**config.mk**
```make
export PLATFORM = sky130hd
export DESIGN_NAME = temp_limit_alarm
export DESIGN_NICKNAME = d
export VERILOG_FILES = /design/src/temp_alarm_pkg.sv /design/src/temp_limit_check.sv /design/src/temp_limit_alarm.sv
export SDC_FILE = /design/constraint.sdc
export NUM_CORES = 1
export LEC_CHECK = 0
export ABC_AREA = 1
export BUFFER_PORTS_ARGS = -buffer_cell sky130_fd_sc_hd__buf_2
export CAP_MARGIN = 20
export CORE_AREA = 10 10 138 140
export CTS_CLUSTER_DIAMETER = 150
export DETAILED_ROUTE_END_ITERATION = 10
export DIE_AREA = 0 0 148 150
export PLACE_DENSITY = 0.76
export SYNTH_ARGS = -nofsm -noshare
export SYNTH_HDL_FRONTEND = slang
export SYNTH_HIERARCHICAL = 1
export SYNTH_SLANG_ARGS = --single-unit
```
**constraint.sdc**
```tcl
create_clock -name CLK_SYS_I -period 8.2 [get_ports CLK_SYS_I]
set_input_delay 0.41 -clock CLK_SYS_I [delete_from_list [all_inputs] [get_ports CLK_SYS_I]]
set_output_delay 0.41 -clock CLK_SYS_I [all_outputs]
set_load 0.03 [all_outputs]
```
**src/temp_alarm_pkg.sv**
```systemverilog
// constants shared by the temperature limit alarm block
package temp_alarm_pkg;

  // ----------------------------------------------------------------
  // register byte offsets
  // ----------------------------------------------------------------
  localparam logic [7:0] OFS_LOCAL_TEMP = 8'h00;
  localparam logic [7:0] OFS_REMOTE_TEMP = 8'h04;
  localparam logic [7:0] OFS_STATUS = 8'h08;
  localparam logic [7:0] OFS_CONFIG = 8'h0c;
  localparam logic [7:0] OFS_LOCAL_HIGH = 8'h10;
  localparam logic [7:0] OFS_LOCAL_LOW = 8'h14;
  localparam logic [7:0] OFS_REMOTE_HIGH = 8'h18;
  localparam logic [7:0] OFS_REMOTE_LOW = 8'h1c;
  localparam logic [7:0] OFS_LOCAL_CRIT = 8'h20;
  localparam logic [7:0] OFS_REMOTE_CRIT = 8'h24;
  localparam logic [7:0] OFS_CRIT_HYST = 8'h28;
  localparam logic [7:0] OFS_REMOTE_OFFSET = 8'h2c;

  // ----------------------------------------------------------------
  // field positions
  // ----------------------------------------------------------------
  localparam int unsigned CFG_MASK_BIT = 7;
  localparam int unsigned CFG_STANDBY_BIT = 6;
  localparam int unsigned ST_ALERT_BIT = 7;
  localparam int unsigned ST_LOC_HIGH_BIT = 6;
  localparam int unsigned ST_LOC_LOW_BIT = 5;
  localparam int unsigned ST_REM_HIGH_BIT = 4;
  localparam int unsigned ST_REM_LOW_BIT = 3;
  localparam int unsigned ST_OPEN_BIT = 2;
  localparam int unsigned ST_REM_CRIT_BIT = 1;
  localparam int unsigned ST_LOC_CRIT_BIT = 0;

  // ----------------------------------------------------------------
  // reset values and codes
  // ----------------------------------------------------------------
  localparam logic [7:0] CONFIG_RST = 8'h00;
  localparam logic [7:0] LOW_RST = 8'h00;
  localparam logic [7:0] HIGH_RST = 8'h55;
  localparam logic [7:0] CRIT_RST = 8'h55;
  localparam logic [7:0] HYST_RST = 8'h0a;
  localparam logic [7:0] OFFSET_RST = 8'h00;
  localparam logic [7:0] TEMP_RST = 8'h00;
  localparam logic [7:0] SHORT_CODE = 8'h80;
  localparam logic [7:0] TEMP_MAX = 8'h7f;

endpackage

```
**src/temp_limit_check.sv**
```systemverilog
// one channel's limit comparators and critical hysteresis latch
`timescale 1ns/100ps
module temp_limit_check (
  // clock and reset
  input wire logic clk_i,
  input wire logic rst_n_i,
  // stored reading and limits
  input wire logic signed [7:0] temp_i,
  input wire logic signed [7:0] low_i,
  input wire logic signed [7:0] high_i,
  input wire logic signed [7:0] crit_i,
  input wire logic [7:0] hyst_i,
  // results
  output logic low_hit_o,
  output logic high_hit_o,
  output logic crit_o
);

  typedef struct packed {
    logic crit;
  } chk_state_type;

  chk_state_type q;
  chk_state_type d;
  logic signed [9:0] release_lvl;

  // ----------------------------------------------------------------
  // comparators
  // ----------------------------------------------------------------
  always_comb begin
    release_lvl = 10'(crit_i) - $signed({2'b00, hyst_i});
    low_hit_o = (temp_i <= low_i);
    high_hit_o = (temp_i > high_i);
    d = q;
    if (temp_i > crit_i) begin
      d.crit = 1'b1;
    end else if (10'(temp_i) <= release_lvl) begin
      d.crit = 1'b0;
    end
  end

  always_ff @(posedge clk_i or negedge rst_n_i) begin
    if (!rst_n_i) begin
      q <= '0;
    end else begin
      q <= d;
    end
  end

  assign crit_o = q.crit;

  // ----------------------------------------------------------------
  // checks
  // ----------------------------------------------------------------
  crit_set_a: assert property (@(posedge clk_i) disable iff (!rst_n_i)
    (temp_i > crit_i) |=> crit_o)
    else $error("critical latch did not set above its limit");

  crit_hold_a: assert property (@(posedge clk_i) disable iff (!rst_n_i)
    (crit_o && (10'(temp_i) > release_lvl)) |=> crit_o)
    else $error("critical latch released above limit minus hysteresis");

endmodule // temp_limit_check

```
**src/temp_limit_alarm.sv**
```systemverilog
// temperature limit alarm logic with ahb-lite register access
`timescale 1ns/100ps
module temp_limit_alarm (
  // clock and reset
  input wire logic CLK_SYS_I,
  input wire logic RESET_N_I,
  // ahb-lite slave
  input wire logic HSEL_I,
  input wire logic [31:0] HADDR_I,
  input wire logic [1:0] HTRANS_I,
  input wire logic HWRITE_I,
  input wire logic [2:0] HSIZE_I,
  input wire logic [31:0] HWDATA_I,
  input wire logic HREADY_I,
  output logic [31:0] HRDATA_O,
  output logic HREADYOUT_O,
  output logic HRESP_O,
  // measurement front end
  input wire logic CONV_START_I,
  input wire logic CONV_DONE_I,
  input wire logic [7:0] LOCAL_RESULT_I,
  input wire logic [7:0] REMOTE_RESULT_I,
  input wire logic REMOTE_UNDER_I,
  input wire logic REMOTE_OPEN_PIN_I,
  output logic STANDBY_O,
  // alert response handshake from the serial interface
  input wire logic ALERT_ACK_I,
  // open-drain pins
  output logic ALERT_OUT_O,
  output logic ALERT_OE_N_O,
  output logic CRITICAL_OUT_N_O,
  output logic CRITICAL_OE_N_O
);

  typedef struct packed {
    logic hready;
    logic hresp;
    logic [31:0] hrdata;
    logic wr_pend;
    logic rd_pend;
    logic [7:0] addr;
    logic [7:0] loc_temp;
    logic [7:0] rem_temp;
    logic [7:0] cfg;
    logic [7:0] loc_high;
    logic [7:0] loc_low;
    logic [7:0] rem_high;
    logic [7:0] rem_low;
    logic [7:0] loc_crit;
    logic [7:0] rem_crit;
    logic [7:0] hyst;
    logic [7:0] offset;
    logic [2:0] open_sync;
    logic open_filt;
    logic open_flag;
    logic loc_low_hit;
    logic loc_high_hit;
    logic rem_low_hit;
    logic rem_high_hit;
    logic alert_pend;
    logic alert_oe_n;
    logic crit_oe_n;
  } alarm_state_type;

  alarm_state_type q;
  alarm_state_type d;
  logic rst_meta_q;
  logic rst_n;
  logic accept;
  logic [7:0] rd_byte;
  logic signed [8:0] rem_sum;
  logic [7:0] rem_store;
  logic [1:0] low_hit;
  logic [1:0] high_hit;
  logic [1:0] crit_hit;
  logic alert_cond;
  logic [7:0] ch_temp [2];
  logic [7:0] ch_low [2];
  logic [7:0] ch_high [2];
  logic [7:0] ch_crit [2];

  // ----------------------------------------------------------------
  // reset release
  // ----------------------------------------------------------------
  always_ff @(posedge CLK_SYS_I or negedge RESET_N_I) begin
    if (!RESET_N_I) begin
      rst_meta_q <= 1'b0;
      rst_n <= 1'b0;
    end else begin
      rst_meta_q <= 1'b1;
      rst_n <= rst_meta_q;
    end
  end

  // ----------------------------------------------------------------
  // channel comparators, index 0 local, 1 remote
  // ----------------------------------------------------------------
  assign ch_temp[0] = q.loc_temp;
  assign ch_temp[1] = q.rem_temp;
  assign ch_low[0] = q.loc_low;
  assign ch_low[1] = q.rem_low;
  assign ch_high[0] = q.loc_high;
  assign ch_high[1] = q.rem_high;
  assign ch_crit[0] = q.loc_crit;
  assign ch_crit[1] = q.rem_crit;

  // limits compared continuously, so new readings and new limits both count
  generate
    for (genvar ch = 0; ch < 2; ch++) begin : g_chan
      temp_limit_check u_check (
        .clk_i(CLK_SYS_I),
        .rst_n_i(rst_n),
        .temp_i(ch_temp[ch]),
        .low_i(ch_low[ch]),
        .high_i(ch_high[ch]),
        .crit_i(ch_crit[ch]),
        .hyst_i(q.hyst),
        .low_hit_o(low_hit[ch]),
        .high_hit_o(high_hit[ch]),
        .crit_o(crit_hit[ch])
      );
    end
  endgenerate

  // ----------------------------------------------------------------
  // read mux
  // ----------------------------------------------------------------
  always_comb begin
    unique case (q.addr)
      temp_alarm_pkg::OFS_LOCAL_TEMP: rd_byte = q.loc_temp;
      temp_alarm_pkg::OFS_REMOTE_TEMP: rd_byte = q.rem_temp;
      temp_alarm_pkg::OFS_STATUS: rd_byte = {q.alert_pend, q.loc_high_hit, q.loc_low_hit,
                                             q.rem_high_hit, q.rem_low_hit, q.open_flag,
                                             ~q.crit_oe_n & crit_hit[1],
                                             ~q.crit_oe_n & crit_hit[0]};
      temp_alarm_pkg::OFS_CONFIG: rd_byte = q.cfg;
      temp_alarm_pkg::OFS_LOCAL_HIGH: rd_byte = q.loc_high;
      temp_alarm_pkg::OFS_LOCAL_LOW: rd_byte = q.loc_low;
      temp_alarm_pkg::OFS_REMOTE_HIGH: rd_byte = q.rem_high;
      temp_alarm_pkg::OFS_REMOTE_LOW: rd_byte = q.rem_low;
      temp_alarm_pkg::OFS_LOCAL_CRIT: rd_byte = q.loc_crit;
      temp_alarm_pkg::OFS_REMOTE_CRIT: rd_byte = q.rem_crit;
      temp_alarm_pkg::OFS_CRIT_HYST: rd_byte = q.hyst;
      temp_alarm_pkg::OFS_REMOTE_OFFSET: rd_byte = q.offset;
      default: rd_byte = 8'h00;
    endcase
  end

  // ----------------------------------------------------------------
  // next state
  // ----------------------------------------------------------------
  always_comb begin
    d = q;
    accept = HSEL_I & HTRANS_I[1] & HREADY_I;
    rem_sum = 9'($signed(REMOTE_RESULT_I)) + 9'($signed(q.offset));
    if (REMOTE_UNDER_I) begin
      rem_store = temp_alarm_pkg::SHORT_CODE;
    end else if (rem_sum > $signed(9'(temp_alarm_pkg::TEMP_MAX))) begin
      rem_store = temp_alarm_pkg::TEMP_MAX;
    end else if (rem_sum < $signed({1'b1, temp_alarm_pkg::SHORT_CODE})) begin
      rem_store = temp_alarm_pkg::SHORT_CODE;
    end else begin
      rem_store = rem_sum[7:0];
    end
    // bus: writes take no wait state, reads take one
    d.hresp = 1'b0;
    d.wr_pend = accept & HWRITE_I;
    d.rd_pend = accept & ~HWRITE_I;
    if (accept) begin
      d.addr = HADDR_I[7:0];
    end
    if (q.rd_pend) begin
      d.hrdata = {24'h000000, rd_byte};
      d.hready = 1'b1;
    end else begin
      d.hready = ~(accept & ~HWRITE_I);
    end
    if (q.wr_pend) begin
      unique case (q.addr)
        temp_alarm_pkg::OFS_CONFIG: d.cfg = HWDATA_I[7:0];
        temp_alarm_pkg::OFS_LOCAL_HIGH: d.loc_high = HWDATA_I[7:0];
        temp_alarm_pkg::OFS_LOCAL_LOW: d.loc_low = HWDATA_I[7:0];
        temp_alarm_pkg::OFS_REMOTE_HIGH: d.rem_high = HWDATA_I[7:0];
        temp_alarm_pkg::OFS_REMOTE_LOW: d.rem_low = HWDATA_I[7:0];
        temp_alarm_pkg::OFS_LOCAL_CRIT: d.loc_crit = HWDATA_I[7:0];
        temp_alarm_pkg::OFS_REMOTE_CRIT: d.rem_crit = HWDATA_I[7:0];
        temp_alarm_pkg::OFS_CRIT_HYST: d.hyst = HWDATA_I[7:0];
        temp_alarm_pkg::OFS_REMOTE_OFFSET: d.offset = HWDATA_I[7:0];
        default: d.cfg = q.cfg;
      endcase
    end
    // conversion results
    if (CONV_DONE_I) begin
      d.loc_temp = LOCAL_RESULT_I;
      d.rem_temp = rem_store;
    end
    // open-sensor comparator: three stages, change accepted when last two agree
    d.open_sync = {q.open_sync[1:0], REMOTE_OPEN_PIN_I};
    if (q.open_sync[1] == q.open_sync[2]) begin
      d.open_filt = q.open_sync[2];
    end
    if (CONV_START_I) begin
      d.open_flag = q.open_filt;
    end
    // alarm evaluation
    d.loc_low_hit = low_hit[0];
    d.rem_low_hit = low_hit[1];
    d.loc_high_hit = high_hit[0];
    d.rem_high_hit = high_hit[1];
    alert_cond = (|low_hit) | (|high_hit) | q.open_flag;
    // a live cause wins over the acknowledge
    d.alert_pend = alert_cond | (q.alert_pend & ~ALERT_ACK_I);
    d.alert_oe_n = ~(q.alert_pend & ~q.cfg[temp_alarm_pkg::CFG_MASK_BIT]);
    d.crit_oe_n = ~(|crit_hit);
  end

  // ----------------------------------------------------------------
  // state register
  // ----------------------------------------------------------------
  always_ff @(posedge CLK_SYS_I or negedge rst_n) begin
    if (!rst_n) begin
      q <= '0;
      q.hready <= 1'b1;
      q.cfg <= temp_alarm_pkg::CONFIG_RST;
      q.loc_temp <= temp_alarm_pkg::TEMP_RST;
      q.rem_temp <= temp_alarm_pkg::TEMP_RST;
      q.loc_high <= temp_alarm_pkg::HIGH_RST;
      q.rem_high <= temp_alarm_pkg::HIGH_RST;
      q.loc_low <= temp_alarm_pkg::LOW_RST;
      q.rem_low <= temp_alarm_pkg::LOW_RST;
      q.loc_crit <= temp_alarm_pkg::CRIT_RST;
      q.rem_crit <= temp_alarm_pkg::CRIT_RST;
      q.hyst <= temp_alarm_pkg::HYST_RST;
      q.offset <= temp_alarm_pkg::OFFSET_RST;
      q.alert_oe_n <= 1'b1;
      q.crit_oe_n <= 1'b1;
    end else begin
      q <= d;
    end
  end

  // ----------------------------------------------------------------
  // outputs
  // ----------------------------------------------------------------
  assign HRDATA_O = q.hrdata;
  assign HREADYOUT_O = q.hready;
  assign HRESP_O = q.hresp;
  assign STANDBY_O = q.cfg[temp_alarm_pkg::CFG_STANDBY_BIT];
  assign ALERT_OUT_O = q.hresp;
  assign ALERT_OE_N_O = q.alert_oe_n;
  assign CRITICAL_OUT_N_O = q.hresp;
  assign CRITICAL_OE_N_O = q.crit_oe_n;

  // ----------------------------------------------------------------
  // checks
  // ----------------------------------------------------------------
  low_alarm_a: assert property (@(posedge CLK_SYS_I) disable iff (!rst_n)
    ($signed(q.rem_temp) <= $signed(q.rem_low)) |=> q.alert_pend && q.rem_low_hit)
    else $error("low limit hit did not raise the alarm");

  high_alarm_a: assert property (@(posedge CLK_SYS_I) disable iff (!rst_n)
    ($signed(q.loc_temp) > $signed(q.loc_high) && !q.cfg[temp_alarm_pkg::CFG_MASK_BIT])
    |=> ##1 (!ALERT_OE_N_O || $past(q.cfg[temp_alarm_pkg::CFG_MASK_BIT])))
    else $error("high limit hit did not drive the alarm pin");

  quiet_alarm_a: assert property (@(posedge CLK_SYS_I) disable iff (!rst_n)
    (!alert_cond && !q.alert_pend) |=> !q.alert_pend ##1 ALERT_OE_N_O)
    else $error("alarm raised with all readings in range");

  crit_pin_a: assert property (@(posedge CLK_SYS_I) disable iff (!rst_n)
    (|crit_hit) |=> !CRITICAL_OE_N_O)
    else $error("critical pin not driven while a channel is critical");

  mask_alarm_a: assert property (@(posedge CLK_SYS_I) disable iff (!rst_n)
    q.cfg[temp_alarm_pkg::CFG_MASK_BIT] |=> ALERT_OE_N_O)
    else $error("masked alarm still drove the pin");

  hyst_default_a: assert property (@(posedge CLK_SYS_I) disable iff (!rst_n)
    $rose(rst_n) |-> (q.hyst == temp_alarm_pkg::HYST_RST)
    && (q.loc_low == temp_alarm_pkg::LOW_RST) && (q.rem_low == temp_alarm_pkg::LOW_RST))
    else $error("hysteresis or low limit wrong after reset");

  open_flag_a: assert property (@(posedge CLK_SYS_I) disable iff (!rst_n)
    (CONV_START_I && q.open_filt) |=> q.open_flag ##1 q.alert_pend)
    else $error("open sensor at conversion start not flagged");

  short_code_a: assert property (@(posedge CLK_SYS_I) disable iff (!rst_n)
    (CONV_DONE_I && REMOTE_UNDER_I) |=> (q.rem_temp == temp_alarm_pkg::SHORT_CODE) ##1 q.alert_pend)
    else $error("shorted remote sensor not stored as minus 128 with alarm");

  offset_add_a: assert property (@(posedge CLK_SYS_I) disable iff (!rst_n)
    (CONV_DONE_I && !REMOTE_UNDER_I && (rem_sum[8] == rem_sum[7]))
    |=> (q.rem_temp == $past(REMOTE_RESULT_I) + $past(q.offset)))
    else $error("remote offset not added to the stored reading");

  ack_release_a: assert property (@(posedge CLK_SYS_I) disable iff (!rst_n)
    (ALERT_ACK_I && !alert_cond) |=> !q.alert_pend)
    else $error("alert not released after response with cause gone");

  ack_keep_a: assert property (@(posedge CLK_SYS_I) disable iff (!rst_n)
    (ALERT_ACK_I && alert_cond) |=> q.alert_pend)
    else $error("alert released while its cause persists");

  open_clear_a: assert property (@(posedge CLK_SYS_I) disable iff (!rst_n)
    (CONV_START_I && !q.open_filt) |=> !q.open_flag)
    else $error("closed sensor at conversion start left the open flag set");

  open_alarm_a: assert property (@(posedge CLK_SYS_I) disable iff (!rst_n)
    q.open_flag |=> q.alert_pend)
    else $error("open remote sensor did not raise the alarm");

  limit_alarm_a: assert property (@(posedge CLK_SYS_I) disable iff (!rst_n)
    ((|low_hit) || (|high_hit)) |=> q.alert_pend)
    else $error("limit hit on stored readings did not raise the alarm");

  crit_unmasked_a: assert property (@(posedge CLK_SYS_I) disable iff (!rst_n)
    ((|crit_hit) && q.cfg[temp_alarm_pkg::CFG_MASK_BIT]) |=> !CRITICAL_OE_N_O)
    else $error("alarm mask suppressed the critical pin");

  hyst_write_a: assert property (@(posedge CLK_SYS_I) disable iff (!rst_n)
    (q.wr_pend && (q.addr == temp_alarm_pkg::OFS_CRIT_HYST))
    |=> (q.hyst == $past(HWDATA_I[7:0])))
    else $error("hysteresis write not stored as eight-bit binary");

endmodule // temp_limit_alarm

```
Yosys cells after proc, flatten, opt, wreduce, memory -nomap -nowiden

Index checks and enable logic that the tools add are counted.

Shift operators: 0
Bitwise logic cells: 18
Magnitude comparators: 10
Reductions and logical operators: 15
$mul: 0
Muxes and demuxes: 9
Divide/modulo/power cells: 0
Equal/unequal tests: 12
Add/sub/neg operators: 3

Operators by type and width:

| cell                                                                            | count |
|---|---|
| 8-bit one-hot mux with 12 select lines                                          | 1 |
| 8-bit by 5-bit == test with 1-bit output, second input constant                 | 4 |
| 8-bit by 6-bit == test with 1-bit output, second input constant                 | 4 |
| 8-bit greater-than comparator                                                   | 4 |
| 8-bit two-way mux                                                               | 3 |
| 8-bit by 10-bit less-or-equal comparator with 1-bit output                      | 2 |
| 8-bit by 9-bit subtractor with 10-bit output                                    | 2 |
| 2-bit AND reduction                                                             | 9 |
| 8-bit by 4-bit == test with 1-bit output, second input constant                 | 2 |
| 8-bit less-or-equal comparator                                                  | 2 |
| 8-bit by 8-bit adder with 9-bit output                                          | 1 |
| 9-bit by 8-bit greater-than comparator with 1-bit output, second input constant | 1 |
| 9-bit by 8-bit less-than comparator with 1-bit output, second input constant    | 1 |
| 1-bit bitwise AND                                                               | 8 |
| 8-bit by 3-bit == test with 1-bit output, second input constant                 | 1 |
| 8-bit logical NOT                                                               | 1 |
| 1-bit inverter                                                                  | 7 |
| 2-bit OR reduction                                                              | 3 |
| 1-bit two-way mux                                                               | 5 |
| 2-bit nonzero test                                                              | 2 |
| 1-bit bitwise OR                                                                | 3 |
| 1-bit == test                                                                   | 1 |

Memory bits (read-only): 0
Flip-flop bits (word level): 123
Output and inout bits: 39
Bits in latches: 0
Memories: 0
Bits of input ports: 95
Logic and storage cells: 97
RAM bits: 0

Depth between registers and ports, before layout

Gate-level depths: netlist of run 1.

Word-level depth: 5
Depth in mapped cells: 18
Mapped depth without buffers: 18

Hierarchy

Netlist of run 1, hierarchy kept.

Modules (own cells, without submodules):

| module                               | cells an instance | times used | sequential area each (um2) | area each (um2) |
|---|---|---|---|---|
| temp_limit_alarm                     | 732               | 1          | 3054.2                     | 6132.1 |
| temp_limit_check (g_chan[0].u_check) | 215               | 1          | 25.0                       | 1333.8 |
| temp_limit_check (g_chan[1].u_check) | 213               | 1          | 25.0                       | 1331.3 |

Worst setup path after synthesis of run 1

Ideal clock, no wire load.

Path kind: register to register
Start point: register q, in the netlist ch_crit[8]
End point: register g_chan[0].u_check.q
Path buffers: 0
Path slack: 5597 ps
Required time: 8083 ps
Library setup time: 117 ps
Arrival: 2487 ps
Cell stages (with the launch flop): 18
Clock period less this slack: 2603 ps
Path through: dfstp_2 -> inv_1 -> ha_1 -> fa_1 -> o21ai_2 -> nand2_2 -> nor2_4 -> nand2_2 -> nand3_1 -> nand2_1 -> ha_1 -> nand2_1 -> nor2_1 -> nand3_1 -> nand3_1 -> nand2_1 -> nand3_1 -> nand2_1

Longest elaborated chain between the ends: 3
Elaborated cells between the ends (all ways): 5
Classes of those cells: add/sub: 1; order compare: 2; mux: 1; reduce/logical: 1

Ends and longest elaborated chain:

| element                                                    | RTL line               | RTL |
|---|---|---|
| start: declaration                                         | temp_limit_alarm.sv:65 | `alarm_state_type q;` |
| 8-bit by 9-bit subtractor with 10-bit output               | temp_limit_check.sv:31 | `release_lvl = 10'(crit_i) - $signed({2'b00, hyst_i});` |
| 8-bit by 10-bit less-or-equal comparator with 1-bit output | temp_limit_check.sv:37 | `end else if (10'(temp_i) <= release_lvl) begin` |
| 2-bit nonzero test (no line)                               | --                     |  |
| end signal: assignment                                     | temp_limit_check.sv:44 | `q <= '0;` |
| end signal: assignment                                     | temp_limit_check.sv:46 | `q <= d;` |
| end: declaration                                           | temp_limit_check.sv:23 | `chk_state_type q;` |

Several ways; a longest one is shown, not always the timed one.
A chain may end at the register's enable or synchronous reset.

Worst setup path in the final report of run 1

Ends and elaborated chain as after synthesis.

==> metrics.txt, run 1 <==
Nets 1,400; Top FF cell, synth dfrtp_1; R2R depth 17; Post-synth EDFFs 0; final instance area 9690 um2; gr usage total between 20% and 30%; clk root buf clkbuf_16; Layout Utilization 59.3%; GR met2 Demand/Resource 33.9%; Worst EP required 8510 ps; Synth Instances 1,160; area added between synthesis and finish 10.2%; dpl cell area 9070 um2; Pwr Total 1.95 mW; Seq cells post-synth approximately 120; global-route wire length before repair between 30 and 40 mm; Worst Hold Class in -> reg; GR Util met1 roughly 28%; status finished, final reports clean; worst path arrival time 3190 ps; iteration count of the initial detailed-routing pass 5; final setup fails 0; Leak 5.31 nW; CORE AREA 16,300 um2; # diodes 0; hold slack 92.9 ps; actual slew at the worst max-slew pin 846 ps; Core Rows 47; PortBufs 54; Worst-path clk slew 60 ps; Clock Skew 7.43 ps; CTS Buf Count 17; antenna-violating nets left 0; Initial Util 53.8%; asr flop ratio synth 100%; pin count of the biggest net entering global routing 83; Setup CP Type reg -> reg; WHS Path Cells 1; layout cells sized above 1 12.4%; Post-CTS Setup Bufs 0; gpl congestion 0.911; drt first-iter violations roughly 630; Most Crowded Layer GR met2; Setup TNS Final 0 ps; yosys warns 6; H-tree levels 4; maxcap violations 0; CTS sink cnt ~120; startpoint types register; CTS Buffer Depth 2; Fin. Hold Viols 0; Final Cycle Share 35.0%; total grt overflow 0; pre-CTS setup slack about 5300 ps; VDD IR max 0.154 mV; Mapped Area 8800 um2; FMAX roughly 350 MHz; Distinct cells, synth 39; CTS tree yes; RSZ-0062 raised after global routing no; CP max FO 4; power density cells 201 nW/um2; post-synthesis sequential area ratio approximately a third; total wire length 23.5 mm; vias in the first global route 7,271; Worst setup EP type register; die width 148 um; Slew HR a little over two fifths; Final Max Slew Viols 0; DR vias/cell 5.29; via count around 7,600; M3 GR Usage under 10%; Finished Layout Cells 1,441; fin crit period 2870 ps; number of remaining DRC errors 0; post-DR wirelength/cell 16.3 um; post-synthesis average cell area roughly 7.6 um2; die area between 20,000 and 25,000 um2; initial antenna violation count 0; Ports 134; clk_lat worst skew 420 ps; count of placed standard cells including taps 1,407; final worst slack about 5300 ps; Die Y-Extent 150 um; dpl hpwl between 15 and 20 mm
power breakdown:
group	internal, mW	total (mW)	switching (mW)
registers	0.661	0.741	0.0800
clock network	0.464	0.744	0.280
logic	0.170	0.463	0.293
flip-flops by register name, indices dropped and copies added, names as in the netlist, 2 cells and up:
name	cells
ch_low	16
d	2
ch_temp	16
ch_high	16
ch_crit	16
g_chan.u_check/crit_o	2
q	41
HRDATA_O	8
what timing repair did:
item | 4_1_cts | 5_1_grt
gates resized for setup | 0 | 0
endpoints found under the hold margin | 2 | 0
hold buffers | 1 | 0
path summary, 6_finish.rpt:
path | from | endpoint | slack, ps
hold reg to reg | rst_n | q[100] | 310
hold / removal | REMOTE_OPEN_PIN_I | d[10] | 90
setup reg to reg | ch_crit[8] | g_chan[0].u_check/crit_o | 5330
max in group asynchronous | rst_n | ch_crit[12] | 6850
setup / recovery | ch_crit[8] | g_chan[0].u_check/crit_o | 5330
min in group asynchronous | RESET_N_I | rst_n | 290
critical path, cell delays in order, from the launching register on:
cell     delay, ps
dfstp_2        560
inv_1           50
ha_1           220
fa_1           420
o21ai_2        220
nand2_2         80
nor2_4         100
nand2_2         60
nand3_1         70
nand2_1         60
ha_1           260
nand2_1         60
nor2_1         200
nand3_1        130
nand3_1        100
nand2_1         50
nand3_1         60
nand2_1         50
synthesized netlist by cell type (5+ instances only):
cell      number  area (um2)
o21ai_1       14        70.1
a21oi_1       36         180
xnor2_1        8        70.1
inv_2          6        22.5
clkinv_1       7        26.3
buf_2          7        35.0
inv_1        139         522
nand3_2        5        50.1
ha_1          94        1180
nor2_2         5        31.3
dfrtp_1      102        2550
nand2_1      384        1440
dfstp_2       21         552
xor2_1         8        70.1
buf_4         44         330
nand3_1       80         400
o21ai_0       41         205
nand4_1        8        50.1
nor2_4         9         101
o21a_1        33         248
nor2_1        64         240
cell usage in the layout, fill, tap and decap left out, types with 4 or more instances in the layout:
master	count
clkinv_1	7
buf_2	54
conb_1	28
xnor2_1	8
dfrtp_1	101
dfstp_2	21
nor2_4	9
xor2_1	8
clkbuf_16	17
a21oi_1	36
o21a_1	33
nand4_1	8
nand2_1	384
inv_1	139
nand3_1	80
o21ai_0	41
mux2_2	4
nor2_2	5
nor2_1	64
ha_1	94
nand2_2	4
nand3b_1	4
inv_2	6
nand3_2	5
nor3_4	4
o21ai_1	14
kinds of logic after synthesis:
group	after synthesis	share of synthesized area [%]
adders and majority gates	98	14.2
xor gates and xnor gates	16	1.59
muxes	4	0.512
other	2	0.0854
and+or+nand+nor	579	28.9
DFF	123	35.3
buffers and inverters	206	10.8
AOI/OAI and AO/OA	132	8.69
per-layer routing:
metal  wire length (um)  vias to the layer above  part of all wire [%]
li1                   -                     3752                     -
met5                  0                        -                     0
met3               1870                       33                   7.9
met4                498                        0                   2.1
met2              10800                      268                    46
met1              10300                     3567                    44
cell type report:
type                            count  area [um2]
Clock buffer                       22         464
Tap cell                          220         275
Inverter                          152         571
Clock inverter                     10         116
Fill cell                        1528        6660
Multi-Input combinational cell    857        4840
Timing Repair Buffer               57         315
Sequential cell                   123        3110
Note: power is estimated with default switching activity, not from simulation.
==> run 2: changes to the inputs <==
--- a/config.mk
+++ b/config.mk
@@ -5,14 +5,14 @@
 export SDC_FILE = /design/constraint.sdc
 export NUM_CORES = 1
 export LEC_CHECK = 0
-export ABC_AREA = 1
+export ABC_AREA = 0
 export BUFFER_PORTS_ARGS = -buffer_cell sky130_fd_sc_hd__buf_2
 export CAP_MARGIN = 20
-export CORE_AREA = 10 10 138 140
+export CORE_AREA = 10 10 140 142
 export CTS_CLUSTER_DIAMETER = 150
 export DETAILED_ROUTE_END_ITERATION = 10
-export DIE_AREA = 0 0 148 150
-export PLACE_DENSITY = 0.76
+export DIE_AREA = 0 0 150 152
+export PLACE_DENSITY = 0.77
 export SYNTH_ARGS = -nofsm -noshare
 export SYNTH_HDL_FRONTEND = slang
 export SYNTH_HIERARCHICAL = 1
==> constraint.sdc (replaced) <==
create_clock -name CLK_SYS_I -period 2.4 [get_ports CLK_SYS_I]
set_input_delay 0.12 -clock CLK_SYS_I [delete_from_list [all_inputs] [get_ports CLK_SYS_I]]
set_output_delay 0.12 -clock CLK_SYS_I [all_outputs]
set_load 0.03 [all_outputs]
==> run 2 against run 1 <==
Effect of this change:
- the run now ends with setup timing left
- largest power group unchanged
- worst setup slack got worse by 5900 ps
- clock power rose to 3.5 times the previous value
- area after synthesis decreased by 0.74%
- first-iteration DRC count fell by 19%
- critical path type unchanged
- sequential share of layout area fell by 2.6 points
- count of clock-buffer cells in the layout shrank 4
- register-to-register slack worse by 5900 ps
- clock skew decreased by 0.88 ps
- cell count shrank 15%
- maximum frequency fell by 2.7%
==> metrics.txt, run 2 <==
Core Rows 48 (+2.1%); Clock Skew 6.55 ps (-0.879 ps); Largest register FFs 41 (unchanged); family with the most delay on the worst path compound AO/OA/AOI/OAI gates; actual slew at the worst max-slew pin 723 ps (-123 ps); DR vias/cell 5.84 (+10%); Worst EP required 2710 ps (-5800 ps); PortBufs 54 (unchanged); fin crit period 2950 ps (+79.5 ps); layout cells sized above 1 33.1% (+21 points); synth top area cells dfrtp_1, ha_1, mux2_2; clk root buf clkbuf_16; gr usage total 22.3% (+0.88 points); Initial Util 51.6% (-2.3 points); final setup fails 2 (+2); max incr delay on CP 540 ps (-20 ps); dpl hpwl 19.0 mm (+8.6%); post-synth top area cell dfrtp_1; worst path cell trace inv_2 > ha_4 > fa_2 > nor2b_2 > o21ai_2 > a21boi_2 > o22ai_2 > xnor2_1 > ha_1 > nand4_1 > a211oi_2 > a2111oi_4 > xnor2_1 > o21ai_1; Worst Hold Class in -> reg; final instance area 10,500 um2 (+8.7%); area added between synthesis and finish 20.7%; Multi-input gate area 5120 um2 (+5.7%); GR met2 Demand/Resource 35.1% (+1.3 points); Finished Layout Cells 1,225 (-15%); total wire length 25.1 mm (+6.9%); Seq cells post-synth 123 (unchanged); post-synthesis sequential area ratio 35.5% (+0.26 points); CTS sink cnt 123 (unchanged); Die Y-Extent 152 um (+1.3%); global-route wire length before repair 40.4 mm (+7.3%); Nets 1,179 (-16%); CTS Buf Count 17 (unchanged); status complete, but fails checks; clk_lat worst skew 430 ps (about the same); WP buf/inv 1 (unchanged); vias in the first global route 7,385 (+1.6%); fillcell total 1,396 (-8.6%); Fin. Hold Viols 0 (unchanged); count of placed standard cells including taps 1,169 (-17%); drt first-iter violations 513 (-19%); VDD IR max 0.698 mV (+350%); Setup CP Type reg -> reg; RR Startpoint ch_crit[8]; register area 3110 um2 (unchanged); Most Crowded Layer GR met2; CTS tree yes; Post-synth EDFFs 0 (unchanged); most frequent cell after synthesis dfrtp_1; power density cells 690 nW/um2 (+240%); yosys warns 6 (unchanged); # diodes 0 (unchanged); Yosys top cell area share 29.2% (+0.22 points); via count 7,153 (-6.1%); iteration count of the initial detailed-routing pass 6 (+1); die area 22,800 um2 (+2.7%); most used cell, CP xnor2_1; Leak 4.91 nW (-7.5%); GR Util met1 29.2% (+0.76 points); Final Max Slew Viols 0 (unchanged); Top FF cell, synth dfrtp_1; dpl cell area 9590 um2 (+5.7%); commonest non-fill, non-tap cell in the layout dfrtp_1; asr flop ratio synth 100% (unchanged); commonest non-fill, non-tap cells in the layout dfrtp_1, mux2_2, ha_1, inv_1, buf_4; gpl congestion 0.968 (+6.3%); pre-CTS setup slack -615 ps (-5950 ps); post-DR wirelength/cell 20.5 um (+26%); post-synthesis average cell area 10.3 um2 (+36%); die width 150 um (+1.4%); worst path arrival time 3270 ps (+80 ps); M3 GR Usage 4.78% (+0.13 points); R2R depth 14 (-3); Post-synth top cells dfrtp_1, mux2_2, ha_1, inv_1, buf_4; CP Capture Point g_chan[0].u_check/crit_o; Synth Instances 845 (-27%); total grt overflow 0 (unchanged); initial antenna violation count 0 (unchanged); CORE AREA 16,900 um2 (+3.6%); startpoint types register; Layout Utilization 62.2% (+2.9 points); failing checks setup timing; final worst slack -554 ps (-5880 ps); cell count along the critical path 14 (-3); Worst-path clk slew 60 ps (about the same); hold slack 123 ps (+30.5 ps); Critical R2R Capture g_chan[0].u_check/crit_o; Largest Register q; number of remaining DRC errors 0 (unchanged); antenna-violating nets left 0 (unchanged); Worst setup EP type register; CP max FO 3 (-1); Worst path slowest cell dfstp_2; Hold Path Origin REMOTE_RESULT_I[0]; Ports 134 (unchanged); pin count of the biggest net entering global routing 44 (-47%); RSZ-0062 raised after global routing yes; Distinct cells, synth 83 (+110%); Final Cycle Share 123% (+88 points); r2r setup slk -550 ps (-5880 ps); maxcap violations 0 (unchanged); H-tree levels 4 (unchanged); CTS Buffer Depth 2 (unchanged); Slew HR 51.7% (+8.1 points); FMAX 339 MHz (-2.7%); Mapped Area 8730 um2 (-0.74%); crit path from ch_crit[8]
[run 2: kinds of logic after synthesis]
logic type,count (synthesis),share of synthesized area (%)
buffers and inverters,146,8.27
XOR/XNOR,15,1.50
AND/OR/NAND/NOR,174,11.8
other,2,0.0860
flip-flops,123,35.5
AO/OA/AOI/OAI,170,13.1
adder cells (fa/ha/maj),98,14.3
multiplexers,117,15.4
[run 2: power breakdown]
part,switching [mW],internal (mW)
sequential,0.297,2.27
combinational,1.15,0.961
clock,1.05,1.55
total,2.49,4.78
[run 2: worst min path at each step]
stage,end,slack [ps],cells after the start
floorplan,rst_meta_q,-180,0
global placement,rst_meta_q,-90,1
detailed placement,rst_meta_q,-90,1
CTS,q[14],110,2
global route,q[14],120,2
finish,ch_temp[0],120,4
[run 2: final cells by class]
class                           count  area share (%)
Inverter                           90            3.21
Clock buffer                       18            4.07
Tap cell                          225            2.67
Clock inverter                     14            1.56
Sequential cell                   123            29.5
Multi-Input combinational cell    602            48.6
Timing Repair Buffer              153            10.4
[run 2: worst reg2reg max path: stages, from the launching register on]
cell	delay, ps
dfstp_2	540
inv_2	50
ha_4	160
fa_2	340
nor2b_2	130
o21ai_2	70
a21boi_2	190
o22ai_2	110
xnor2_1	130
ha_1	300
nand4_1	190
a211oi_2	340
a2111oi_4	60
xnor2_1	150
o21ai_1	70
[run 2: per-stage QoR]
step / total power [mW] / setup TNS (ps)
floorplan: 3.91 / -780
global placement: 4.49 / -962
detailed placement: 4.57 / -1200
CTS: 7.20 / -1190
global route: 7.61 / -1410
finish: 7.27 / -1020
[run 2: what timing repair did]
item | in CTS | in global routing
pin swaps | 11 | 15
hold buffers | 23 | 0
hold endpoints to repair | 25 | 0
endpoints found under the setup margin | 2 | 4
buffers inserted | 1 | 0
gates resized for setup | 5 | 23
[run 2: metal layers]
metal	part of all wire [%]	vias to the layer above
li1	-	3296
met1	42	3512
met2	47	293
met3	7.6	52
met4	3.3	0
met5	0	-
